### src/design/seqldr_consts.svh
// constant offsets, field positions, reset values and sizes of the startup loader
`ifndef SEQLDR_CONSTS_SVH
`define SEQLDR_CONSTS_SVH
// register offsets in the control register space
`define SEQLDR_OFF_CTRL       8'h07
`define SEQLDR_OFF_OPTS       8'h08
`define SEQLDR_OFF_PTR_LO     8'heb
`define SEQLDR_OFF_PTR_HI     8'hec
// startup control field positions
`define SEQLDR_BIT_AUTO_LOAD  0
`define SEQLDR_BIT_AUTO_START 1
`define SEQLDR_BIT_ALT_BOOT   2
// startup option field position
`define SEQLDR_BIT_XTND_INIT  2
// reset values
`define SEQLDR_RST_CTRL       8'h00
`define SEQLDR_RST_OPTS       8'h00
`define SEQLDR_RST_TBL_PTR    16'h0f00
// nonvolatile image base and length of the basic load
`define SEQLDR_EE_BASE        12'h000
`define SEQLDR_AUTO_LEN       9'h100
// address widths and fifo depth
`define SEQLDR_EE_AW          12
`define SEQLDR_REG_AW         14
`define SEQLDR_FIFO_DEPTH     4
`endif

### src/design/seqldr_pkg.sv
// types shared by the startup loader modules
package seqldr_pkg;
  // one-hot sequencer states
  typedef enum logic [8:0] {
    ST_STRAP = 9'h001,
    ST_CFG   = 9'h002,
    ST_AUTO  = 9'h004,
    ST_XI    = 9'h008,
    ST_PTR   = 9'h010,
    ST_CHECK = 9'h020,
    ST_COPY  = 9'h040,
    ST_DRAIN = 9'h080,
    ST_DONE  = 9'h100
  } seqldr_state_t;
  // which table pointer is being assembled
  typedef enum logic [1:0] {
    PS_END  = 2'h0,
    PS_SRC  = 2'h1,
    PS_DST  = 2'h2,
    PS_DEND = 2'h3
  } seqldr_psel_t;
endpackage : seqldr_pkg

### src/design/seqldr_fifo.sv
// small flop-based fifo with valid/ready on both sides
`timescale 1ns/1ps
module seqldr_fifo #(
  parameter int WIDTH = 22,
  parameter int DEPTH = 4
) (
  input  wire logic             clk_in,
  input  wire logic             rstn_in,
  input  wire logic             ce_in,
  input  wire logic             in_valid_in,
  output logic                  in_ready_out,
  input  wire logic [WIDTH-1:0] in_data_in,
  output logic                  out_valid_out,
  input  wire logic             out_ready_in,
  output logic      [WIDTH-1:0] out_data_out
);
  localparam int AW = (DEPTH > 1) ? $clog2(DEPTH) : 1;

  logic [WIDTH-1:0] mem [DEPTH];   // storage words
  logic [AW-1:0]    wr_idx;        // write index
  logic [AW-1:0]    rd_idx;        // read index
  logic [AW:0]      fill;          // words held
  logic             push;          // word accepted
  logic             pop;           // word taken

  // honest full and empty flags
  assign in_ready_out  = (fill != (AW+1)'(DEPTH));
  assign out_valid_out = (fill != '0);
  assign out_data_out  = mem[rd_idx];
  assign push          = in_valid_in && in_ready_out;
  assign pop           = out_valid_out && out_ready_in;

  // index wrap helper
  function automatic logic [AW-1:0] step_idx(input logic [AW-1:0] idx);
    step_idx = (idx == AW'(DEPTH - 1)) ? '0 : AW'(idx + 1'b1);
  endfunction : step_idx

  // storage write
  always_ff @(posedge clk_in) begin
    if (ce_in && push) begin
      mem[wr_idx] <= in_data_in;
    end
  end

  // pointers and fill level
  always_ff @(posedge clk_in) begin
    if (!rstn_in) begin
      wr_idx <= '0;
      rd_idx <= '0;
      fill   <= '0;
    end else if (ce_in) begin
      if (push) begin
        wr_idx <= step_idx(wr_idx);
      end
      if (pop) begin
        rd_idx <= step_idx(rd_idx);
      end
      if (push && !pop) begin
        fill <= (AW+1)'(fill + 1'b1);
      end else if (pop && !push) begin
        fill <= (AW+1)'(fill - 1'b1);
      end
    end
  end
endmodule : seqldr_fifo

### src/design/seqldr_top.sv
// startup sequencer: basic load, extended table-driven init, run mode choice
`timescale 1ns/1ps
`include "seqldr_consts.svh"
module seqldr_top
  import seqldr_pkg::*;
#(
  parameter int               EE_AW    = `SEQLDR_EE_AW,
  parameter int               REG_AW   = `SEQLDR_REG_AW,
  parameter int               DEPTH    = `SEQLDR_FIFO_DEPTH,
  parameter logic [8:0]       AUTO_LEN = `SEQLDR_AUTO_LEN,
  parameter logic [EE_AW-1:0] EE_BASE  = `SEQLDR_EE_BASE
) (
  input  wire logic              SYS_CLK_IN,
  input  wire logic              RSTN_IN,
  input  wire logic              CE_IN,
  input  wire logic              SAMPLE_READY_STRAP_IN,
  input  wire logic              START_CMD_IN,
  output logic                   EE_RD_REQ_OUT,
  output logic [EE_AW-1:0]       EE_ADDR_OUT,
  input  wire logic              EE_RD_VALID_IN,
  input  wire logic [7:0]        EE_DATA_IN,
  output logic                   REG_WR_VALID_OUT,
  output logic [REG_AW-1:0]      REG_WR_ADDR_OUT,
  output logic [7:0]             REG_WR_DATA_OUT,
  input  wire logic              REG_WR_READY_IN,
  input  wire logic              HOST_WR_IN,
  input  wire logic [7:0]        HOST_ADDR_IN,
  input  wire logic [7:0]        HOST_WDATA_IN,
  output logic [7:0]             HOST_RDATA_OUT,
  output logic                   BUSY_OUT,
  output logic                   RUN_MODE_OUT
);
  ////////////////////////////////////////////////////////////////////////////
  // declarations
  seqldr_state_t     state;        // sequencer state
  seqldr_psel_t      psel;         // pointer being assembled
  logic              byte_hi;      // next table byte is the high byte
  logic [7:0]        ptr_lo;       // held low byte of a pointer
  logic [8:0]        cnt;          // basic load / option byte counter
  logic [15:0]       tbl_ptr;      // current table read address
  logic [15:0]       end_ptr;      // table end pointer
  logic [15:0]       src;          // copy source address
  logic [15:0]       dst;          // copy destination address
  logic [15:0]       dst_end;      // last destination address
  logic [7:0]        ctrl;         // startup_control
  logic [7:0]        opts;         // startup_options
  logic [7:0]        ptr_a;        // init_table_pointer_a, low byte
  logic [7:0]        ptr_b;        // init_table_pointer_b, high byte
  logic              ee_take;      // eeprom byte arrives
  logic              push_pend;    // a register write waits for the fifo
  logic [REG_AW-1:0] push_addr;    // its address
  logic [7:0]        push_data;    // its data
  logic              fifo_in_rdy;  // fifo accepts
  logic              fifo_o_vld;   // fifo holds a word
  logic              fifo_o_rdy;   // output stage takes a word
  logic [REG_AW+7:0] fifo_o_dat;   // fifo head word
  logic              push_fire;    // write enters fifo
  logic              drain_ok;     // all writes delivered
  logic              rd_state;     // state that reads eeprom
  logic [EE_AW-1:0]  rd_addr;      // address for next read
  logic [15:0]       ptr_val;      // assembled pointer

  assign ee_take   = EE_RD_REQ_OUT && EE_RD_VALID_IN;
  assign push_fire = push_pend && fifo_in_rdy;
  assign drain_ok  = !push_pend && !fifo_o_vld && !REG_WR_VALID_OUT;
  assign ptr_val   = {EE_DATA_IN, ptr_lo};
  assign rd_state  = (state == ST_CFG) || (state == ST_AUTO) ||
                     (state == ST_PTR) || (state == ST_COPY);

  // 16-bit address increment
  function automatic logic [15:0] inc16(input logic [15:0] a);
    inc16 = 16'(a + 16'h0001);
  endfunction : inc16

  // read address per state
  always_comb begin
    unique case (state)
      ST_CFG:  rd_addr = EE_AW'(EE_BASE + EE_AW'(`SEQLDR_OFF_CTRL) + EE_AW'(cnt));
      ST_AUTO: rd_addr = EE_AW'(EE_BASE + EE_AW'(cnt));
      ST_PTR:  rd_addr = tbl_ptr[EE_AW-1:0];
      ST_COPY: rd_addr = src[EE_AW-1:0];
      default: rd_addr = '0;
    endcase
  end

  ////////////////////////////////////////////////////////////////////////////
  // eeprom read port: request held until the byte arrives
  always_ff @(posedge SYS_CLK_IN) begin
    if (!RSTN_IN) begin
      EE_RD_REQ_OUT <= 1'b0;
      EE_ADDR_OUT   <= '0;
    end else if (CE_IN) begin
      if (ee_take) begin
        EE_RD_REQ_OUT <= 1'b0;
      end else if (rd_state && !EE_RD_REQ_OUT && !push_pend) begin
        EE_RD_REQ_OUT <= 1'b1;
        EE_ADDR_OUT   <= rd_addr;
      end
    end
  end

  ////////////////////////////////////////////////////////////////////////////
  // sequencer
  always_ff @(posedge SYS_CLK_IN) begin
    if (!RSTN_IN) begin
      state    <= ST_STRAP;
      psel     <= PS_END;
      byte_hi  <= 1'b0;
      ptr_lo   <= 8'h00;
      cnt      <= '0;
      tbl_ptr  <= 16'h0000;
      end_ptr  <= 16'h0000;
      src      <= 16'h0000;
      dst      <= 16'h0000;
      dst_end  <= 16'h0000;
      BUSY_OUT <= 1'b1;
      RUN_MODE_OUT <= 1'b0;
    end else if (CE_IN) begin
      unique case (state)
        // strap seen after reset release
        ST_STRAP: begin
          if (SAMPLE_READY_STRAP_IN) begin
            state    <= ST_DONE;
            BUSY_OUT <= 1'b0;
          end else begin
            state <= ST_CFG;
          end
        end
        // fetch nonvolatile control and option bytes
        ST_CFG: begin
          if (ee_take) begin
            if (cnt == 9'h000) begin
              cnt <= 9'h001;
            end else begin
              cnt   <= '0;
              state <= ctrl[`SEQLDR_BIT_AUTO_LOAD] ? ST_AUTO : ST_XI;
            end
          end
        end
        // basic load of the first 256 image bytes
        ST_AUTO: begin
          if (ee_take) begin
            if (cnt == 9'(AUTO_LEN - 9'h001)) begin
              cnt   <= '0;
              state <= ST_XI;
            end else begin
              cnt <= 9'(cnt + 9'h001);
            end
          end
        end
        // extended init gate, after the pending write entered the fifo
        ST_XI: begin
          if (!push_pend) begin
            if (ctrl[`SEQLDR_BIT_ALT_BOOT] && opts[`SEQLDR_BIT_XTND_INIT]) begin
              tbl_ptr <= {ptr_b, ptr_a};
              psel    <= PS_END;
              byte_hi <= 1'b0;
              state   <= ST_PTR;
            end else begin
              state <= ST_DRAIN;
            end
          end
        end
        // assemble one pointer, low byte first
        ST_PTR: begin
          if (ee_take) begin
            tbl_ptr <= inc16(tbl_ptr);
            if (!byte_hi) begin
              ptr_lo  <= EE_DATA_IN;
              byte_hi <= 1'b1;
            end else begin
              byte_hi <= 1'b0;
              unique case (psel)
                PS_END: begin
                  end_ptr <= ptr_val;
                  state   <= ST_CHECK;
                end
                PS_SRC: begin
                  src  <= ptr_val;
                  psel <= PS_DST;
                end
                PS_DST: begin
                  dst  <= ptr_val;
                  psel <= PS_DEND;
                end
                PS_DEND: begin
                  dst_end <= ptr_val;
                  state   <= ST_COPY;
                end
              endcase
            end
          end
        end
        // stop when the table end is reached
        ST_CHECK: begin
          if (tbl_ptr >= end_ptr) begin
            state <= ST_DRAIN;
          end else begin
            psel  <= PS_SRC;
            state <= ST_PTR;
          end
        end
        // copy one byte per read into the destination range
        ST_COPY: begin
          if (ee_take) begin
            src <= inc16(src);
            if (dst == dst_end) begin
              state <= ST_CHECK;
            end else begin
              dst <= inc16(dst);
            end
          end
        end
        // wait for every write, then choose the mode
        ST_DRAIN: begin
          if (drain_ok) begin
            state        <= ST_DONE;
            BUSY_OUT     <= 1'b0;
            RUN_MODE_OUT <= ctrl[`SEQLDR_BIT_AUTO_LOAD] &&
                            ctrl[`SEQLDR_BIT_AUTO_START];
          end
        end
        // configure mode until a start command
        ST_DONE: begin
          if (START_CMD_IN) begin
            RUN_MODE_OUT <= 1'b1;
          end
        end
      endcase
    end
  end

  ////////////////////////////////////////////////////////////////////////////
  // pending register write produced by the load or the copy
  always_ff @(posedge SYS_CLK_IN) begin
    if (!RSTN_IN) begin
      push_pend <= 1'b0;
      push_addr <= '0;
      push_data <= 8'h00;
    end else if (CE_IN) begin
      if (ee_take && state == ST_AUTO) begin
        push_pend <= 1'b1;
        push_addr <= REG_AW'(cnt);
        push_data <= EE_DATA_IN;
      end else if (ee_take && state == ST_COPY) begin
        push_pend <= 1'b1;
        push_addr <= dst[REG_AW-1:0];
        push_data <= EE_DATA_IN;
      end else if (push_fire) begin
        push_pend <= 1'b0;
      end
    end
  end

  ////////////////////////////////////////////////////////////////////////////
  // local startup registers: cfg fetch, snooped writes, host writes
  always_ff @(posedge SYS_CLK_IN) begin
    if (!RSTN_IN) begin
      ctrl  <= `SEQLDR_RST_CTRL;
      opts  <= `SEQLDR_RST_OPTS;
      ptr_a <= 8'(`SEQLDR_RST_TBL_PTR & 16'h00ff);
      ptr_b <= 8'(`SEQLDR_RST_TBL_PTR >> 8);
    end else if (CE_IN) begin
      if (ee_take && state == ST_CFG) begin
        if (cnt == 9'h000) begin
          ctrl <= EE_DATA_IN;
        end else begin
          opts <= EE_DATA_IN;
        end
      end else if (push_fire && push_addr[REG_AW-1:8] == '0) begin
        // loaded value replaces the default pointer
        unique case (push_addr[7:0])
          `SEQLDR_OFF_CTRL:   ctrl  <= push_data;
          `SEQLDR_OFF_OPTS:   opts  <= push_data;
          `SEQLDR_OFF_PTR_LO: ptr_a <= push_data;
          `SEQLDR_OFF_PTR_HI: ptr_b <= push_data;
          default: ;
        endcase
      end else if (HOST_WR_IN && !BUSY_OUT) begin
        // host writes refused while startup runs
        unique case (HOST_ADDR_IN)
          `SEQLDR_OFF_CTRL:   ctrl  <= HOST_WDATA_IN;
          `SEQLDR_OFF_OPTS:   opts  <= HOST_WDATA_IN;
          `SEQLDR_OFF_PTR_LO: ptr_a <= HOST_WDATA_IN;
          `SEQLDR_OFF_PTR_HI: ptr_b <= HOST_WDATA_IN;
          default: ;
        endcase
      end
    end
  end

  // registered readback, unmapped offsets read zero
  always_ff @(posedge SYS_CLK_IN) begin
    if (!RSTN_IN) begin
      HOST_RDATA_OUT <= 8'h00;
    end else if (CE_IN) begin
      unique case (HOST_ADDR_IN)
        `SEQLDR_OFF_CTRL:   HOST_RDATA_OUT <= ctrl;
        `SEQLDR_OFF_OPTS:   HOST_RDATA_OUT <= opts;
        `SEQLDR_OFF_PTR_LO: HOST_RDATA_OUT <= ptr_a;
        `SEQLDR_OFF_PTR_HI: HOST_RDATA_OUT <= ptr_b;
        default:            HOST_RDATA_OUT <= 8'h00;
      endcase
    end
  end

  ////////////////////////////////////////////////////////////////////////////
  // write buffer and registered output stage
  seqldr_fifo #(
    .WIDTH (REG_AW + 8),
    .DEPTH (DEPTH)
  ) u_fifo (
    .clk_in        (SYS_CLK_IN),
    .rstn_in       (RSTN_IN),
    .ce_in         (CE_IN),
    .in_valid_in   (push_pend),
    .in_ready_out  (fifo_in_rdy),
    .in_data_in    ({push_addr, push_data}),
    .out_valid_out (fifo_o_vld),
    .out_ready_in  (fifo_o_rdy),
    .out_data_out  (fifo_o_dat)
  );

  assign fifo_o_rdy = !REG_WR_VALID_OUT || REG_WR_READY_IN;

  // output word held until the register port takes it
  always_ff @(posedge SYS_CLK_IN) begin
    if (!RSTN_IN) begin
      REG_WR_VALID_OUT <= 1'b0;
      REG_WR_ADDR_OUT  <= '0;
      REG_WR_DATA_OUT  <= 8'h00;
    end else if (CE_IN) begin
      if (fifo_o_rdy) begin
        REG_WR_VALID_OUT <= fifo_o_vld;
        if (fifo_o_vld) begin
          {REG_WR_ADDR_OUT, REG_WR_DATA_OUT} <= fifo_o_dat;
        end
      end
    end
  end
endmodule : seqldr_top

### config.mk
export PLATFORM = sky130hd
export DESIGN_NAME = seqldr_top
export DESIGN_NICKNAME = d
export VERILOG_FILES = /design/src/design/seqldr_pkg.sv /design/src/design/seqldr_fifo.sv /design/src/design/seqldr_top.sv
export VERILOG_INCLUDE_DIRS = /design/src /design/src/design
export SDC_FILE = /design/constraint.sdc
export NUM_CORES = 1
export LEC_CHECK = 0
export ABC_AREA = 1
export BUFFER_PORTS_ARGS = -buffer_cell sky130_fd_sc_hd__buf_2
export CAP_MARGIN = 25
export CORE_ASPECT_RATIO = 0.7
export CORE_UTILIZATION = 35
export CTS_CLUSTER_DIAMETER = 30
export DETAILED_ROUTE_END_ITERATION = 10
export GPL_ROUTABILITY_DRIVEN = 0
export SYNTH_ARGS = -nofsm -noshare
export SYNTH_HDL_FRONTEND = slang
export SYNTH_SLANG_ARGS = --single-unit
### constraint.sdc
create_clock -name SYS_CLK_IN -period 3 [get_ports SYS_CLK_IN]
set_input_delay 0 -clock SYS_CLK_IN [delete_from_list [all_inputs] [get_ports SYS_CLK_IN]]
set_output_delay 0 -clock SYS_CLK_IN [all_outputs]
set_load 0.02 [all_outputs]
==> flow_summary.yaml <==
worst_setup_path:
  critPathTopFamily: "simple AND/OR/NAND/NOR gates"
  max_stage_delay_ns: 0.56
  critPathArrivalTime_ns: 3.04
  cp.buffers_inverters: 2
  worstSetupPathType: "reg -> reg"
  cpMaxStageDelayCell: "dlygate4sd3_1"
  cp_max_fo: 24
  critPathCaptureType: "flop"
  critPathRequiredTime_ns: 3.49
  critPathLaunchType: "flop"
  cp_cell_sequence: "inv_1, nor2_1, nand2_4, nand2_2, nor2_1, nand2_1, nand2_1, nor2_1, nand2_1, nand2_1, dlygate4sd3_1, nor2_1"
pwr:
  power_density_nw_per_um2: 706.5
  pwr-share-seq_pct: 36.0
  switching_share_pct: 28.76
  peakVddDrop_uv: 458.9
  clock_power_share_pct: 50.2
  internal_power_mw: 8.948
  p_comb_share_pct: 13.8
  p_leak_nw: 7.228
  p_sw_mw: 3.613
synth:
  syn-num-nets: 2015
  synthXorXnorAreaFrac_pct: 1.432
  postSynthAreaPerCell_um2: 7.511
  ys_ff_latch: 301
  synthCells: 1954
  ys_seq_area_share_pct: 47.06
  netlist_area_um2: 14680
  synth.distinct_cells: 47
  synth_area_leaders: "dfxtp_1 (29%), edfxtp_1 (18%), nand2_1 (9.6%), o21ai_0 (8.5%), nor2_1 (7.0%)"
  synth_top_area_share_pct: 29.05
  synth_top_family_by_area: "simple AND/OR/NAND/NOR gates"
  synth_compound_area_share_pct: 17.52
  synth_mux_area_share_pct: 0
  yosysWarnings: 0
  synth-simple-area-share_pct: 23.77
  async_reset_ff_share_pct: 0
  yosys.area.top_type: "dfxtp_1"
  ys.flop_type: "dfxtp_1"
  synth-edff-count: 88
  synth_fa_ha_area_share_pct: 2.523
global_route:
  grt_overflow: 0
  grt_pass1_wl_um: 72180
  track_usage_pct: 21.71
  grt_max_degree: 69
  grt_pass1_vias: 12627
  antenna_found_initial: 0
outcome:
  failed_checks: "design-rule violations"
  status: "finished with violations"
layout:
  final_common_cell: "nand2_1"
  drive_gt1_share_pct: 11.62
  area_growth_syn_to_layout_pct: 21.14
  final_cell_mix: "nand2_1 (374), nor2_1 (269), o21ai_0 (248), dfxtp_1 (213), inv_1 (204)"
  diodes: 0
  stdcell_area_um2: 17780
  nets: 2124
  utilization_pct: 43.16
sta:
  setup-violations-final: 0
  min_period_over_period_pct: 84.86
  skew_ns: 0.03385
  drv_slew: 0
  worst_slew_pin_slew_ns: 0.9304
  rsz0062_at_grt: "false"
  fin_crit_ns: 2.546
  tns_ns: 0
  whs_ns: 0.04767
  fmax_mhz: 392.8
  hold_viol_final: 0
  slew_headroom_pct: 37.90
run:
  max-cap-violations: 0
die:
  die_h_um: 173.3
  initial_core_util_pct: 35.63
  row_count: 62
  die-area_um2: 42770
  dieWidth_um: 246.8
  io_pins: 78
  core_area_um2: 41190
clock_tree:
  cts_buffer_depth: 3
  insertion_delay_ns: 0.60
  cts-root-buf: "clkbuf_16"
  path_clk_slew_ns: 0.05
  cts_tree: "built"
  cts_sinks: 301
  htree_num_levels: 2
  cts_made_buffers: 58
route:
  via_per_inst: 5.191
  drt_iter0_markers: 1517
  drc: 16
  dr.pass1.iters: 9
  num_vias: 13771
  antenna_left: 0
  wire_per_inst_um: 17.55
  drt_wl_total_um: 46570
placed_design:
  place_hpwl_um: 33370
  dpl-instance-area_um2: 15630
  io_buffers: 77
hold_path:
  hp-class: "in -> reg"
-- through the flow --
stage,instances,worst slack (ns),power (mW)
4_1_cts,2653,0.5066,12.64
3_3_place_gp,2525,0.7061,6.282
3_5_place_dp,2525,0.6770,6.299
5_1_grt,2653,0.2302,13.07
6_report,2653,0.4542,12.56
2_1_floorplan,1954,0.8583,5.715
-- layer usage --
layer | wire length [µm] | share of wire (%) | vias to the layer above | track usage (%)
met5 | 0 | 0 | - | 0
met4 | 914 | 2.0 | 0 | 5.453
met3 | 5460 | 12 | 66 | 7.461
met2 | 18510 | 40 | 555 | 29.81
met1 | 21690 | 47 | 6411 | 31.98
li1 | - | - | 6739 | -
-- final cells by class --
| cell class | instances | area (µm²) |
|---|---|---|
| tap | 544 | 680.7 |
| timing repair buffer | 125 | 803.3 |
| multi-input combinational | 1362 | 6653 |
| clock inverter | 28 | 312.8 |
| fill | 4121 | 23410 |
| inverter | 215 | 807.0 |
| sequential | 301 | 6907 |
| clock buffer | 78 | 1617 |
-- power by group through the flow --
stage               sequential [mW]  clock [mW]  combinational (mW)
floorplan                      4.74           0               0.973
global placement               4.60           0                1.68
detailed placement             4.60           0                1.70
CTS                            4.53        6.39                1.73
global route                   4.55        6.60                1.92
finish                         4.53        6.31                1.73
-- Yosys cell counts, types with 4 or more instances --
| master | n |
|---|---|
| nand4_1 | 26 |
| nor4_1 | 7 |
| buf_2 | 15 |
| nand3_1 | 83 |
| o22ai_1 | 6 |
| buf_1 | 4 |
| dfxtp_1 | 213 |
| nand2_2 | 5 |
| xnor2_1 | 5 |
| o21ai_0 | 248 |
| nor2_4 | 8 |
| inv_1 | 204 |
| nor3_1 | 26 |
| o21ai_1 | 7 |
| inv_2 | 11 |
| nand2_1 | 374 |
| a21oi_1 | 161 |
| clkbuf_1 | 54 |
| nor2_1 | 274 |
| a31oi_1 | 37 |
| a211oi_1 | 11 |
| ha_1 | 28 |
| edfxtp_1 | 88 |
| xor2_1 | 19 |
-- worst reg2reg max path: stages (launching register included) --
cell and delay [ns]:
dfxtp_1 0.38, inv_1 0.11, nor2_1 0.30, nand2_4 0.25, nand2_2 0.22, nor2_1 0.09
nand2_1 0.09, nand2_1 0.06, nor2_1 0.21, nand2_1 0.08, nand2_1 0.06, dlygate4sd3_1 0.56
nor2_1 0.04
-- flip-flops by register name (all words and copies together) (netlist names), 3 cells and up --
name,count
REG_WR_DATA_OUT,8
ptr_lo,8
end_ptr,16
dst_end,16
HOST_RDATA_OUT,8
push_addr,14
push_data,8
state,9
ptr_b,8
opts,8
EE_ADDR_OUT,12
dst,16
REG_WR_ADDR_OUT,14
src,12
tbl_ptr,16
ctrl,8
u_fifo.mem,88
cnt,9
ptr_a,8
u_fifo.fill,3
-- worst paths after layout --
kind              cells after the start                 endpoint  slack, ns               startpoint
setup / recovery                     12    state[1]$_SDFFE_PN0P_       0.45    state[4]$_SDFFE_PN0P_
hold / removal                        5     opts[2]$_SDFFE_PN0P_       0.05               HOST_WR_IN
setup reg to reg                     12    state[1]$_SDFFE_PN0P_       0.45    state[4]$_SDFFE_PN0P_
hold reg to reg                       2  dst_end[5]$_SDFFE_PN0P_       0.46  dst_end[5]$_SDFFE_PN0P_
-- logic make-up after synthesis --
kind of cell,count (synthesis)
AO/OA/AOI/OAI,487
XOR/XNOR,24
adder cells (fa/ha/maj),29
buffers and inverters,291
flip-flops,301
AND/OR/NAND/NOR,822
-- repair_timing --
| action | in CTS | in global routing |
|---|---|---|
| buffers inserted | 0 | 0 |
| hold buffers | 22 | 0 |
| gates resized for setup | 0 | 0 |
| endpoints found under the hold margin | 77 | 0 |
Power figures use the tool's default switching activity.
